--- src/design/hbs_regs.svh ---
`ifndef HBS_REGS_SVH
`define HBS_REGS_SVH

// ------------------------------------------------------------
// register offsets (byte addresses)
// ------------------------------------------------------------
`define HBS_OFS_CTRL      12'h000
`define HBS_OFS_CMD       12'h004
`define HBS_OFS_STATE     12'h008
`define HBS_OFS_IRQ_STAT  12'h00C
`define HBS_OFS_IRQ_MASK  12'h010
`define HBS_OFS_EXT       12'h014
`define HBS_OFS_RES_BASE  12'h020
`define HBS_OFS_FIFO_BASE 12'h040

// ------------------------------------------------------------
// field positions
// ------------------------------------------------------------
`define HBS_CTRL_FIFO_EN  0
`define HBS_CTRL_AVG_MODE 1
`define HBS_CTRL_AVG_LO   2
`define HBS_CTRL_AVG_HI   3
`define HBS_CTRL_UNIT     4
`define HBS_CTRL_LAST_LO  5
`define HBS_CTRL_LAST_HI  6
`define HBS_CMD_SW_TRIG   0
`define HBS_CMD_GRP_LO    4
`define HBS_CMD_GRP_HI    7
`define HBS_CMD_STOP      8
`define HBS_ST_CONV_LO    16
`define HBS_ST_READY      24
`define HBS_IRQ_SCAN_END  0
`define HBS_IRQ_EARLY     1

// ------------------------------------------------------------
// sizes and reset values
// ------------------------------------------------------------
`define HBS_NGRP          9
`define HBS_NVC           4
`define HBS_TAPS          4
`define HBS_TAP_SHIFT     2
`define HBS_CTRL_RST      7'h00
`define HBS_MASK_RST      2'h0

`endif

--- src/design/hbs_pkg.sv ---
package hbs_pkg;

    // conversion request sequencing towards the converter core
    typedef enum logic [1:0] {
        HBS_IDLE,
        HBS_REQ,
        HBS_WAIT
    } hbs_state_e;

    typedef logic [11:0] hbs_sample_t;
    typedef logic [14:0] hbs_acc_t;
    typedef logic [15:0] hbs_result_t;

endpackage : hbs_pkg

--- src/design/hbs_sequencer.sv ---
// Overview of operation
// a software or peripheral trigger starts scanning its associated scan group
// scan start sets the group active flag of that group, groups zero to eight
// scan start sets the converter active flag of the selected converter unit
// move to the next channel after every single oversample, rotating
// first result needs tap count times addition or averaging count oversamples
// no result is obtainable before the initial delay from scan start
// later rounds keep the filter history instead of clearing it
// after the initial delay every oversample updates the channel filter
// a fresh result follows every oversample or every averaging group
// after the initial delay results refresh once per group delay period
// trigger while scanning copies newest filtered results into result registers
// with fifo enabled the results also go to the group fifo register
// after storing, raise the scan end interrupt if enabled
// scanning repeats until stopped, each trigger stores again
// software ends scanning only through the forced stop command
// software keeps the digital filter enabled in hybrid mode
// forced stop clears group active and converter active flags
// a trigger before the initial delay stores nothing
`timescale 1ns/1ps
`default_nettype none
`include "hbs_regs.svh"

module hbs_sequencer (
    input  wire logic        clock,
    input  wire logic        rst,
    input  wire logic        psel,
    input  wire logic        penable,
    input  wire logic        pwrite,
    input  wire logic [11:0] paddr,
    input  wire logic [31:0] pwdata,
    output logic      [31:0] prdata,
    output logic             pready,
    output logic             pslverr,
    input  wire logic [8:0]  periph_trig,
    output logic             conv_req,
    output logic [4:0]       conv_channel,
    output logic             conv_unit,
    input  wire logic        conv_done,
    input  wire logic [11:0] conv_data,
    output logic             irq
);

    // ------------------------------------------------------------
    // apb access decode
    // ------------------------------------------------------------
    // pready high marks the answer cycle, which must not count as a new access
    wire        acc_phase = psel & penable & ~pready;
    wire        wr_acc    = acc_phase & pwrite;
    wire [9:0]  widx      = paddr[11:2];
    wire        hit_ctrl  = paddr == `HBS_OFS_CTRL;
    wire        hit_cmd   = paddr == `HBS_OFS_CMD;
    wire        hit_state = paddr == `HBS_OFS_STATE;
    wire        hit_stat  = paddr == `HBS_OFS_IRQ_STAT;
    wire        hit_mask  = paddr == `HBS_OFS_IRQ_MASK;
    wire        hit_ext   = paddr == `HBS_OFS_EXT;
    // addresses below a window base wrap to large offsets and miss it
    wire [9:0]  res_rel   = 10'(widx - `HBS_OFS_RES_BASE / 4);
    wire [9:0]  fifo_rel  = 10'(widx - `HBS_OFS_FIFO_BASE / 4);
    wire        hit_res   = (paddr[1:0] == 2'h0) && (res_rel < `HBS_NVC);
    wire        hit_fifo  = (paddr[1:0] == 2'h0) && (fifo_rel < `HBS_NGRP);
    wire        mapped    = hit_ctrl | hit_cmd | hit_state | hit_stat | hit_mask
                          | hit_ext | hit_res | hit_fifo;

    // ------------------------------------------------------------
    // software registers
    // ------------------------------------------------------------
    logic [6:0] ctrl;
    logic [1:0] irq_mask;
    logic [1:0] irq_stat;

    wire        fifo_en   = ctrl[`HBS_CTRL_FIFO_EN];
    wire        avg_mode  = ctrl[`HBS_CTRL_AVG_MODE];
    wire [1:0]  avg_code  = ctrl[`HBS_CTRL_AVG_HI:`HBS_CTRL_AVG_LO];
    wire        unit_sel  = ctrl[`HBS_CTRL_UNIT];
    wire [1:0]  chan_last = ctrl[`HBS_CTRL_LAST_HI:`HBS_CTRL_LAST_LO];
    wire [3:0]  avg_last  = 4'((4'h1 << avg_code) - 4'h1);

    wire        cmd_wr    = wr_acc & hit_cmd;
    wire        sw_trig   = cmd_wr & pwdata[`HBS_CMD_SW_TRIG];
    wire [3:0]  sw_group  = pwdata[`HBS_CMD_GRP_HI:`HBS_CMD_GRP_LO];
    wire        force_stop = cmd_wr & pwdata[`HBS_CMD_STOP];

    always_ff @(posedge clock) begin
        if (rst) begin
            ctrl     <= `HBS_CTRL_RST;
            irq_mask <= `HBS_MASK_RST;
        end else if (wr_acc) begin
            if (hit_ctrl)
                ctrl <= pwdata[6:0];
            if (hit_mask)
                irq_mask <= pwdata[1:0];
        end
    end

    // ------------------------------------------------------------
    // scan control
    // ------------------------------------------------------------
    hbs_pkg::hbs_state_e state;
    hbs_pkg::hbs_state_e next_state;
    logic [8:0] group_active_flag;
    logic [1:0] converter_active_flag;
    logic [3:0] act_group;
    logic [1:0] vc;
    logic       scanning;

    // lowest peripheral index wins when several fire in one cycle
    function automatic logic [3:0] first_trig(input logic [8:0] t);
        logic [3:0] r;
        r = 4'h0;
        for (int i = `HBS_NGRP - 1; i >= 0; i--) begin
            if (t[i])
                r = 4'(i);
        end
        return r;
    endfunction : first_trig

    wire        valid_sw  = sw_trig && (sw_group < `HBS_NGRP);
    wire        any_trig  = valid_sw | (|periph_trig);
    wire [3:0]  trig_grp  = valid_sw ? sw_group : first_trig(periph_trig);
    // new scan only when idle; a running scan ignores triggers for other groups
    wire        start_scan = any_trig & ~scanning & ~force_stop;
    wire        own_trig   = scanning & ~force_stop
                           & ((valid_sw & (sw_group == act_group)) | periph_trig[act_group]);
    // a done pulse outside the wait state is stale, e.g. after a stop
    wire        sample_in  = (state == hbs_pkg::HBS_WAIT) & conv_done;
    // the last channel code restarts the rotation at zero; a code above it counts up and wraps to zero after 3
    wire [1:0]  vc_next    = (vc == chan_last) ? 2'h0 : 2'(vc + 2'h1);

    // a stop overrides every transition so no further request reaches the core
    always_comb begin
        next_state = state;
        case (state)
            hbs_pkg::HBS_IDLE: begin
                if (start_scan)
                    next_state = hbs_pkg::HBS_REQ;
            end
            hbs_pkg::HBS_REQ: begin
                next_state = hbs_pkg::HBS_WAIT;
            end
            hbs_pkg::HBS_WAIT: begin
                if (conv_done)
                    next_state = hbs_pkg::HBS_REQ;
            end
            default: begin
                next_state = hbs_pkg::HBS_IDLE;
            end
        endcase
        if (force_stop)
            next_state = hbs_pkg::HBS_IDLE;
    end

    always_ff @(posedge clock) begin
        if (rst) begin
            state                 <= hbs_pkg::HBS_IDLE;
            scanning              <= 1'b0;
            act_group             <= 4'h0;
            vc                    <= 2'h0;
            group_active_flag     <= 9'h000;
            converter_active_flag <= 2'h0;
            conv_req              <= 1'b0;
            conv_channel          <= 5'h00;
            conv_unit             <= 1'b0;
        end else begin
            state    <= next_state;
            conv_req <= (next_state == hbs_pkg::HBS_REQ);
            if (force_stop) begin
                scanning              <= 1'b0;
                group_active_flag     <= 9'h000;
                converter_active_flag <= 2'h0;
            end else if (start_scan) begin
                scanning  <= 1'b1;
                act_group <= trig_grp;
                vc        <= 2'h0;
                conv_channel <= 5'h00;
                conv_unit <= unit_sel;
                group_active_flag     <= 9'(9'h001 << trig_grp);
                converter_active_flag <= 2'(2'h1 << unit_sel);
            end else if (sample_in) begin
                vc           <= vc_next;
                conv_channel <= 5'(vc_next);
            end
        end
    end

    // ------------------------------------------------------------
    // per channel digital filter
    // ------------------------------------------------------------
    // history is wiped only on reset, a new scan or a stop, never between rounds
    wire clr_filter = rst | start_scan | force_stop;

    hbs_pkg::hbs_result_t filt [`HBS_NVC];
    logic [`HBS_NVC-1:0] chan_ready;

    for (genvar g = 0; g < `HBS_NVC; g++) begin : g_chan
        // eight full-scale samples fit the accumulator, four taps of them the sum
        hbs_pkg::hbs_acc_t acc;
        hbs_pkg::hbs_acc_t hist [`HBS_TAPS];
        logic [16:0] sum;
        logic [3:0]  sub;
        logic [2:0]  fill;
        wire         hit   = sample_in & (vc == 2'(g));
        wire         done  = hit & (sub == avg_last);
        wire [14:0]  nval  = 15'(acc + 15'(conv_data));
        wire [16:0]  tap_avg = sum >> `HBS_TAP_SHIFT;

        always_ff @(posedge clock) begin
            if (clr_filter) begin
                acc  <= 15'h0000;
                sub  <= 4'h0;
                fill <= 3'h0;
                sum  <= 17'h00000;
                for (int t = 0; t < `HBS_TAPS; t++)
                    hist[t] <= 15'h0000;
            end else if (done) begin
                // a full averaging group enters the tap line
                acc  <= 15'h0000;
                sub  <= 4'h0;
                sum  <= 17'(sum - 17'(hist[`HBS_TAPS-1]) + 17'(nval));
                hist[0] <= nval;
                for (int t = 1; t < `HBS_TAPS; t++)
                    hist[t] <= hist[t-1];
                // saturates so readiness never drops while the scan runs
                if (fill != 3'(`HBS_TAPS))
                    fill <= 3'(fill + 3'h1);
            end else if (hit) begin
                acc <= nval;
                sub <= 4'(sub + 4'h1);
            end
        end

        // channels past the last one never hold the group back
        assign chan_ready[g] = (fill == 3'(`HBS_TAPS)) | (2'(g) > chan_last);
        assign filt[g] = avg_mode ? 16'(tap_avg >> avg_code) : 16'(tap_avg);
    end

    // initial delay is over once every channel in the group holds a full tap line
    wire all_ready = &chan_ready;

    // ------------------------------------------------------------
    // result store walk
    // ------------------------------------------------------------
    hbs_pkg::hbs_result_t res_reg [`HBS_NVC];
    hbs_pkg::hbs_result_t fifo_reg [`HBS_NGRP];
    logic [31:0] ext_reg;
    logic        st_busy;
    logic [1:0]  st_idx;
    logic [3:0]  st_grp;
    // a trigger during a walk is absorbed: the walk already holds fresh data
    wire         store_go  = own_trig & all_ready & ~st_busy;
    // early triggers are flagged so software can tell a lost store from a slow one
    wire         early     = own_trig & ~all_ready;
    wire         st_last   = st_busy & (st_idx == chan_last);

    // one channel per cycle keeps a single read port on the filter outputs
    always_ff @(posedge clock) begin
        if (rst | force_stop) begin
            st_busy <= 1'b0;
            st_idx  <= 2'h0;
            st_grp  <= 4'h0;
        end else if (store_go) begin
            st_busy <= 1'b1;
            st_idx  <= 2'h0;
            st_grp  <= act_group;
        end else if (st_busy) begin
            st_busy <= ~st_last;
            st_idx  <= 2'(st_idx + 2'h1);
        end
    end

    always_ff @(posedge clock) begin
        if (rst) begin
            for (int i = 0; i < `HBS_NVC; i++)
                res_reg[i] <= 16'h0000;
            for (int k = 0; k < `HBS_NGRP; k++)
                fifo_reg[k] <= 16'h0000;
            ext_reg <= 32'h00000000;
        end else if (st_busy) begin
            res_reg[st_idx] <= filt[st_idx];
            if (fifo_en)
                fifo_reg[st_grp] <= filt[st_idx];
            // the extended word tags the last result with its group
            if (st_last)
                ext_reg <= {12'h000, st_grp, filt[st_idx]};
        end
    end

    // ------------------------------------------------------------
    // interrupt status, mask and output
    // ------------------------------------------------------------
    wire [1:0] stat_set = {early, st_last};
    wire [1:0] stat_clr = (wr_acc & hit_stat) ? pwdata[1:0] : 2'h0;
    wire [1:0] stat_next = (irq_stat & ~stat_clr) | stat_set;

    always_ff @(posedge clock) begin
        if (rst) begin
            irq_stat <= 2'h0;
            irq      <= 1'b0;
        end else begin
            // a new event in the clear cycle survives the clear
            irq_stat <= stat_next;
            irq      <= |(stat_next & irq_mask);
        end
    end

    // ------------------------------------------------------------
    // apb read data and answer
    // ------------------------------------------------------------
    wire [31:0] state_word = {7'h00, all_ready, 6'h00, converter_active_flag,
                              7'h00, group_active_flag};
    wire [31:0] ctrl_word = {25'h0000000, ctrl};
    wire [31:0] stat_word = {30'h00000000, irq_stat};
    wire [31:0] mask_word = {30'h00000000, irq_mask};
    wire [31:0] res_word  = {16'h0000, res_reg[res_rel[1:0]]};
    wire [31:0] fifo_word = {16'h0000, fifo_reg[fifo_rel[3:0]]};
    wire [31:0] rd_mux =
        hit_ctrl  ? ctrl_word :
        hit_state ? state_word :
        hit_stat  ? stat_word :
        hit_mask  ? mask_word :
        hit_ext   ? ext_reg :
        hit_res   ? res_word :
        hit_fifo  ? fifo_word :
        32'h00000000;

    // one wait state so that read data leaves a flip-flop
    always_ff @(posedge clock) begin
        if (rst) begin
            pready  <= 1'b0;
            pslverr <= 1'b0;
            prdata  <= 32'h00000000;
        end else begin
            pready  <= acc_phase;
            pslverr <= acc_phase & ~mapped;
            prdata  <= (acc_phase & ~pwrite) ? rd_mux : 32'h00000000;
        end
    end

endmodule : hbs_sequencer
`default_nettype wire

--- config.mk ---
export PLATFORM = sky130hd
export DESIGN_NAME = hbs_sequencer
export DESIGN_NICKNAME = d
export VERILOG_FILES = /design/src/design/hbs_pkg.sv /design/src/design/hbs_sequencer.sv
export VERILOG_INCLUDE_DIRS = /design/src /design/src/design
export SDC_FILE = /design/constraint.sdc
export NUM_CORES = 2
export LEC_CHECK = 0
export CELL_PAD_IN_SITES_DETAIL_PLACEMENT = 0
export CELL_PAD_IN_SITES_GLOBAL_PLACEMENT = 1
export CORE_UTILIZATION = 30
export DETAILED_ROUTE_END_ITERATION = 8
export DONT_BUFFER_PORTS = 1
export GPL_TIMING_DRIVEN = 0
export PLACE_DENSITY_LB_ADDON = 0.1
export RECOVER_POWER = 100
export SETUP_SLACK_MARGIN = 0.02
export SYNTH_ARGS = -nofsm -noshare
export SYNTH_HDL_FRONTEND = slang
export SYNTH_SLANG_ARGS = --single-unit
--- constraint.sdc ---
create_clock -name clock -period 11.65 [get_ports clock]
set_input_delay 0.5825 -clock clock [delete_from_list [all_inputs] [get_ports clock]]
set_output_delay 0.5825 -clock clock [all_outputs]
set_load 0.03 [all_outputs]
# ---- Yosys cells after proc, flatten, opt, wreduce, memory -nomap -nowiden
# Memory sizes are Yosys's and may differ from the RTL's.
# Cells that the tools add are included.
# W data, S select, Z words.
dict set report word_totals {
  register_bits 256
  latch_bits 0
  ramBits 448
  mem_bits_ro 0
  out_inout_bits 42
  elab_cells 298
  n_memories 6
}
# memory words word_bits rd rd_ports_with_merged_regs wr line
set mem_list {}
lappend mem_list {fifo_reg 9 16 1 0 9 hbs_sequencer.sv:244} ;# hbs_pkg::hbs_result_t fifo_reg [`HBS_NGRP];
lappend mem_list {res_reg 4 16 1 0 4 hbs_sequencer.sv:243} ;# hbs_pkg::hbs_result_t res_reg [`HBS_NVC];
lappend mem_list {{g_chan[0].hist} 4 15 4 0 4 hbs_sequencer.sv:198} ;# hbs_pkg::hbs_acc_t hist [`HBS_TAPS];
lappend mem_list {{g_chan[1].hist} 4 15 4 0 4 hbs_sequencer.sv:198}
lappend mem_list {{g_chan[2].hist} 4 15 4 0 4 hbs_sequencer.sv:198}
lappend mem_list {{g_chan[3].hist} 4 15 4 0 4 hbs_sequencer.sv:198}
dict set report op_classes {
  n_addsub 25
  multipliers 0
  div_mod_pow 0
  order_cmp 9
  n_eq_ne 26
  shift 7
  n_mux 83
  bitwise_logic 73
  n_reduce_logical 31
}
# cell count
set ops {}
lappend ops {{$mux W15} 16}
lappend ops {{$mux W16} 10}
lappend ops {{$add A17 B15 Y17} 4}
lappend ops {{$sub A17 B15 Y17} 4}
lappend ops {{$shr A15 B2 Y16} 4}
lappend ops {{$add A15 B12 Y15} 4}
lappend ops {{$mux W20} 3}
lappend ops {{$mux W4} 11}
lappend ops {{$bmux W16 S2} 1}
lappend ops {{$or A1 B1 Y1} 32}
lappend ops {{$reduce_or A16 Y1} 2}
lappend ops {{$mux W1} 28}
lappend ops {{$and A1 B1 Y1} 27}
lappend ops {{$mux W25} 1}
lappend ops {{$eq A12 B4 Y1 const B} 2}
lappend ops {{$eq A12 B5 Y1 const B} 2}
lappend ops {{$eq A4 B4 Y1} 5}
lappend ops {{$reduce_and A2 Y1} 9}
lappend ops {{$add A4 B1 Y4 const B} 4}
lappend ops {{$mux W2} 8}
lappend ops {{$reduce_or A2 Y1} 8}
lappend ops {{$add A3 B1 Y3 const B} 4}
lappend ops {{$eq A12 B3 Y1 const B} 1}
lappend ops {{$eq A3 B3 Y1 const B} 4}
lappend ops {{other kinds (35)} 60}

# ---- Depth between registers and ports, before layout
dict set report depth {
  word_depth 14
  depth_mapped 18
  depth_no_buf 18
}

# ---- Worst setup path before layout
# No wires, ideal clock.
dict set report synth_timing {
  path_type {in2reg}
  start {in conv_data[0]}
  end {reg g_chan[0].sum[16]}
  setup_ns 0.074
  arrival_ns 4.813
  setup_slack_ns 6.763
  stages 18
  path_buffers 0
  cell_sequence {ha_1 > fa_1 > a21o_1 > a2111oi_0 > a31oi_1 > a31o_2 > nand3_1 > xor2_1 > fa_1 > inv_1 > ha_1 > and2_1 > a221o_1 > a211oi_1 > a211oi_1 > xnor2_1 > and2_1 > o21ai_0}
}
dict set report synth_via {
  elab_chain_len 2
}
# element line
set synth_rtl {}
lappend synth_rtl {{from (decl)} hbs_sequencer.sv:40} ;# input wire logic [11:0] conv_data,
lappend synth_rtl {{$add A15 B12 Y15} hbs_sequencer.sv:204} ;# wire [14:0] nval = 15'(acc + 15'(conv_data));
lappend synth_rtl {{$add A17 B15 Y17} hbs_sequencer.sv:219} ;# sum <= 17'(sum - 17'(hist[`HBS_TAPS-1]) + 17'(nval));
lappend synth_rtl {{to (signal assigned)} hbs_sequencer.sv:219}
lappend synth_rtl {{to (decl)} hbs_sequencer.sv:199} ;# logic [16:0] sum;
# No other way between the ends.
# A chain may end at the register's enable or synchronous reset.

==> implementation parameters <==
Parameter                              Value

Die
  Floorplan die width ... 365 um
  Site Rows ... about 130
  Number of ports placed on the die boundary ... between 100 and 150
  Die boundary height ... 365 um
  Die outline area ... 0.133 sq mm
  Initial standard-cell utilization of the core ... 0.304
  Core area ... 0.130 sq mm

Power
  Areal power density over the cells ... approximately 140 mW/mm^2
  IR Drop Worst-Case VDD ... 0.110 mV
  Leak ... 0.0162 uW

Detailed routing
  Total wire length after detailed routing ... 127000 um
  Number of remaining DRC errors ... 0
  Number of violations reported at the end of detailed-routing iteration 0 ... 1671
  Router iterations before antenna repair ... 7
  Antenna viol nets, final ... 0
  Avg WL per Cell ... 23.2 um
  Per-cell via count in the routed design ... 4.87
  Via count ... between 20000 and 30000

Critical path
  Startpoint class of the critical path ... flip-flop
  Capture instance of the worst register-to-register path ... g_chan[3].hist[0][20]
  Data arrival time of the critical path ... 7.53 ns
  Critical Path End Type ... flip-flop
  Launch instance of the worst register-to-register path ... ctrl[3]
  Maximum fanout count along the critical path ... 66
  Type of the worst setup path ... reg2reg
  Slack of the worst reg-to-reg path ... about 4.3 ns
  Data required time at the worst endpoint ... 11.85 ns
  Worst reg2reg path depth ... 10

Worst hold path
  Hold path startpoint ... conv_done
  Hold Crit Class ... in2reg
  Hold worst-path end ... state[0]
  Hold Path Stages ... 2

Placed design
  Placer's final routability congestion estimate ... approximately 0.86
  Number of port buffers ... 0
  Detailed placer's ending HPWL ... between 90000 and 100000 um

Timing
  Least-Margin Pin Slew ... 3.74 ns
  Max Clk Rate ... 136 MHz
  Hold Fails Final Rpt ... 0
  Part of the cycle the worst path needs ... 0.629
  Count of pins over their slew limit ... 287
  Setup repair after global routing missed its margin ... no
  Post-layout minimum cycle time ... 7.33 ns
  Sum of negative setup slack ... 0 ns
  Fin Clk Skew ... 0.0509 ns
  Total setup violations reported at the end of the flow ... 0
  Worst slew margin ... -1.49

Cells and area
  Util after Layout ... 0.344
  Antenna diode count ... 0
  Number of fill cells ... around 13000
  Nets ... about 3900
  Fraction of layout instances using a drive strength above 1 ... 0.0835
  Top library cells by usage in the layout, fill and taps aside ... 559 x sky130_fd_sc_hd__nor2_1, 540 x sky130_fd_sc_hd__edfxtp_1, 245 x sky130_fd_sc_hd__inv_1
  Layout Area Growth over Synthesis ... 13.4%
  Most common cell after layout, fill and taps aside ... sky130_fd_sc_hd__nor2_1

Global routing
  Via count of the first global-routing pass ... roughly 27000
  Total routing resource utilization after global routing ... 0.193
  Global-route wire length before repair ... 188000 um
  Number of antenna violations at the first check in global routing ... 3
  Leftover overflow at the end of global routing ... 0
  Pin count of the biggest net entering global routing ... 70

CTS
  Clock Tree Root ... sky130_fd_sc_hd__clkbuf_16
  Latest clock arrival within the worst-skew pair ... 0.72 ns
  Number of buffers inserted during clock tree synthesis ... 93
  Post-CTS clock slew at the launch and capture registers of the worst setup and hold paths ... 0.05 ns
  CTS tree ... done
  Total number of clock tree sinks ... between 700 and 800
  Buffer depth of the longest clock path ... 3
  Number of H-tree branching levels ... 3
  Number of resized instances in the post-cts repair step ... 0

Logic synthesis
  Share of synthesized registers carrying an async set or reset ... 0
  Count of flip-flops with a built-in enable after synthesis ... 540
  Synthesis-stage register bit count ... 778
  Seq/Total Area, Yosys ... 0.532
  Cell variety after synth ... 81
  Main flop type after synthesis ... sky130_fd_sc_hd__edfxtp_1
  Post-synthesis average cell area ... 11.2 sq um
  Area of the mapped netlist ... 0.0395 sq mm
  Yosys warning count ... 0
  Post-Synthesis Cells ... around 3500

Outcome
  Violations in the final reports ... max-capacitance violations, max-slew violations
  Outcome ... finished with violations

Job
  Number of max-cap violations ... 7
## worst max-delay path by stage
stage / end / depth (start not counted) / slack, ns / start
after floorplan: g_chan[0].sum[16] / 18 / 6.76 / conv_data[0]
after global placement: g_chan[3].hist[0][48] / 9 / 5.23 / paddr[2]
after detailed placement: g_chan[1].sum[16] / 16 / 5.95 / conv_data[1]
after CTS: fifo_reg[13][9] / 11 / 6.13 / ctrl[2]
after global routing: g_chan[3].acc[10] / 11 / 3.69 / ctrl[3]
final: g_chan[3].hist[0][20] / 10 / 4.32 / ctrl[3]
## where the power goes
part	leakage [uW]	switching [uW]	internal (uW)	total [uW]
clock	0.00147	1240	1630	2870
combinational	0.00717	317	191	509
sequential	0.00753	23.8	3020	3040
total	0.0162	1580	4830	6420
## cell families (layout without fill, tap and decap cells)
| group | after synthesis | count (layout) | synth area share |
|---|---|---|---|
| AO/OA/AOI/OAI | 572 | 572 | 0.0939 |
| XOR/XNOR | 137 | 137 | 0.0304 |
| adder cells (fa/ha/maj) | 197 | 197 | 0.0747 |
| buffers and inverters | 459 | 652 | 0.0466 |
| flip-flops | 778 | 778 | 0.532 |
| multiplexers | 186 | 186 | 0.0812 |
| other | 1 | 15 | 0.0000951 |
| AND/OR/NAND/NOR | 1189 | 1189 | 0.141 |
## what timing repair did
action | 4_1_cts | 5_1_grt
setup buffers | 0 | 0
endpoints found under the hold margin | 8 | 0
hold buffers | 8 | 0
## Yosys cell counts, drive strengths merged (26+ instances only)
cell    number  area [sq um]
o22ai       26           169
dfxtp      238          4760
nand2b      39           244
mux4       106          2390
fa          64          1280
o21ai       95           475
edfxtp     540         16200
nor2b       28           175
a21oi      188           952
xor2        60           526
buf         71           380
nor3        56           280
inv        246           923
nor2       559          2100
and3        56           350
xnor2       77           674
nand3       34           170
a211oi      31           233
and2       151           945
mux2i       69           691
o21a        26           195
clkbuf     141           529
nand2      175           664
ha         133          1660
## worst max-delay path: stages, from the launching register on
cell	delay [ns]
sky130_fd_sc_hd__dfxtp_1	0.34
sky130_fd_sc_hd__clkbuf_1	0.63
sky130_fd_sc_hd__clkbuf_1	0.52
sky130_fd_sc_hd__clkbuf_1	0.53
sky130_fd_sc_hd__clkbuf_1	0.58
sky130_fd_sc_hd__o2111ai_1	0.20
sky130_fd_sc_hd__a21oi_1	0.74
sky130_fd_sc_hd__nor2_1	0.21
sky130_fd_sc_hd__inv_1	0.21
sky130_fd_sc_hd__clkbuf_1	0.28
sky130_fd_sc_hd__clkbuf_1	2.51
## layout make-up
type                       count  area, sq um  share of cell area
sequential                   778        21000               0.469
multi-input combinational   2296        16700               0.373
clock buffer                 117         2510              0.0561
tap                         1742         2180              0.0487
inverter                     247          927              0.0207
buffer                       212          865              0.0193
clock inverter                55          480              0.0107
timing repair buffer          21          129             0.00288
## per-stage QoR
stage,hold WS (ns),total power [uW],area (sq um),cells,setup slack [ns]
finish,0.116,6420,44700,5468,4.32
global route,0.0910,6670,44700,5468,3.69
CTS,0.0475,6510,45000,5468,6.13
detailed placement,0.445,3610,42000,5288,5.95
global placement,0.439,3610,41700,5275,5.23
floorplan,0.425,3450,39500,3533,6.76
## routing by layer
layer,track usage,part of all wire,vias to the layer above
li1,-,-,12700
met1,0.264,0.47,13200
met2,0.314,0.47,509
met3,0.0270,0.038,159
met4,0.0589,0.025,4
met5,0,0.00021,-
Note: power is estimated with default switching activity, not from simulation.
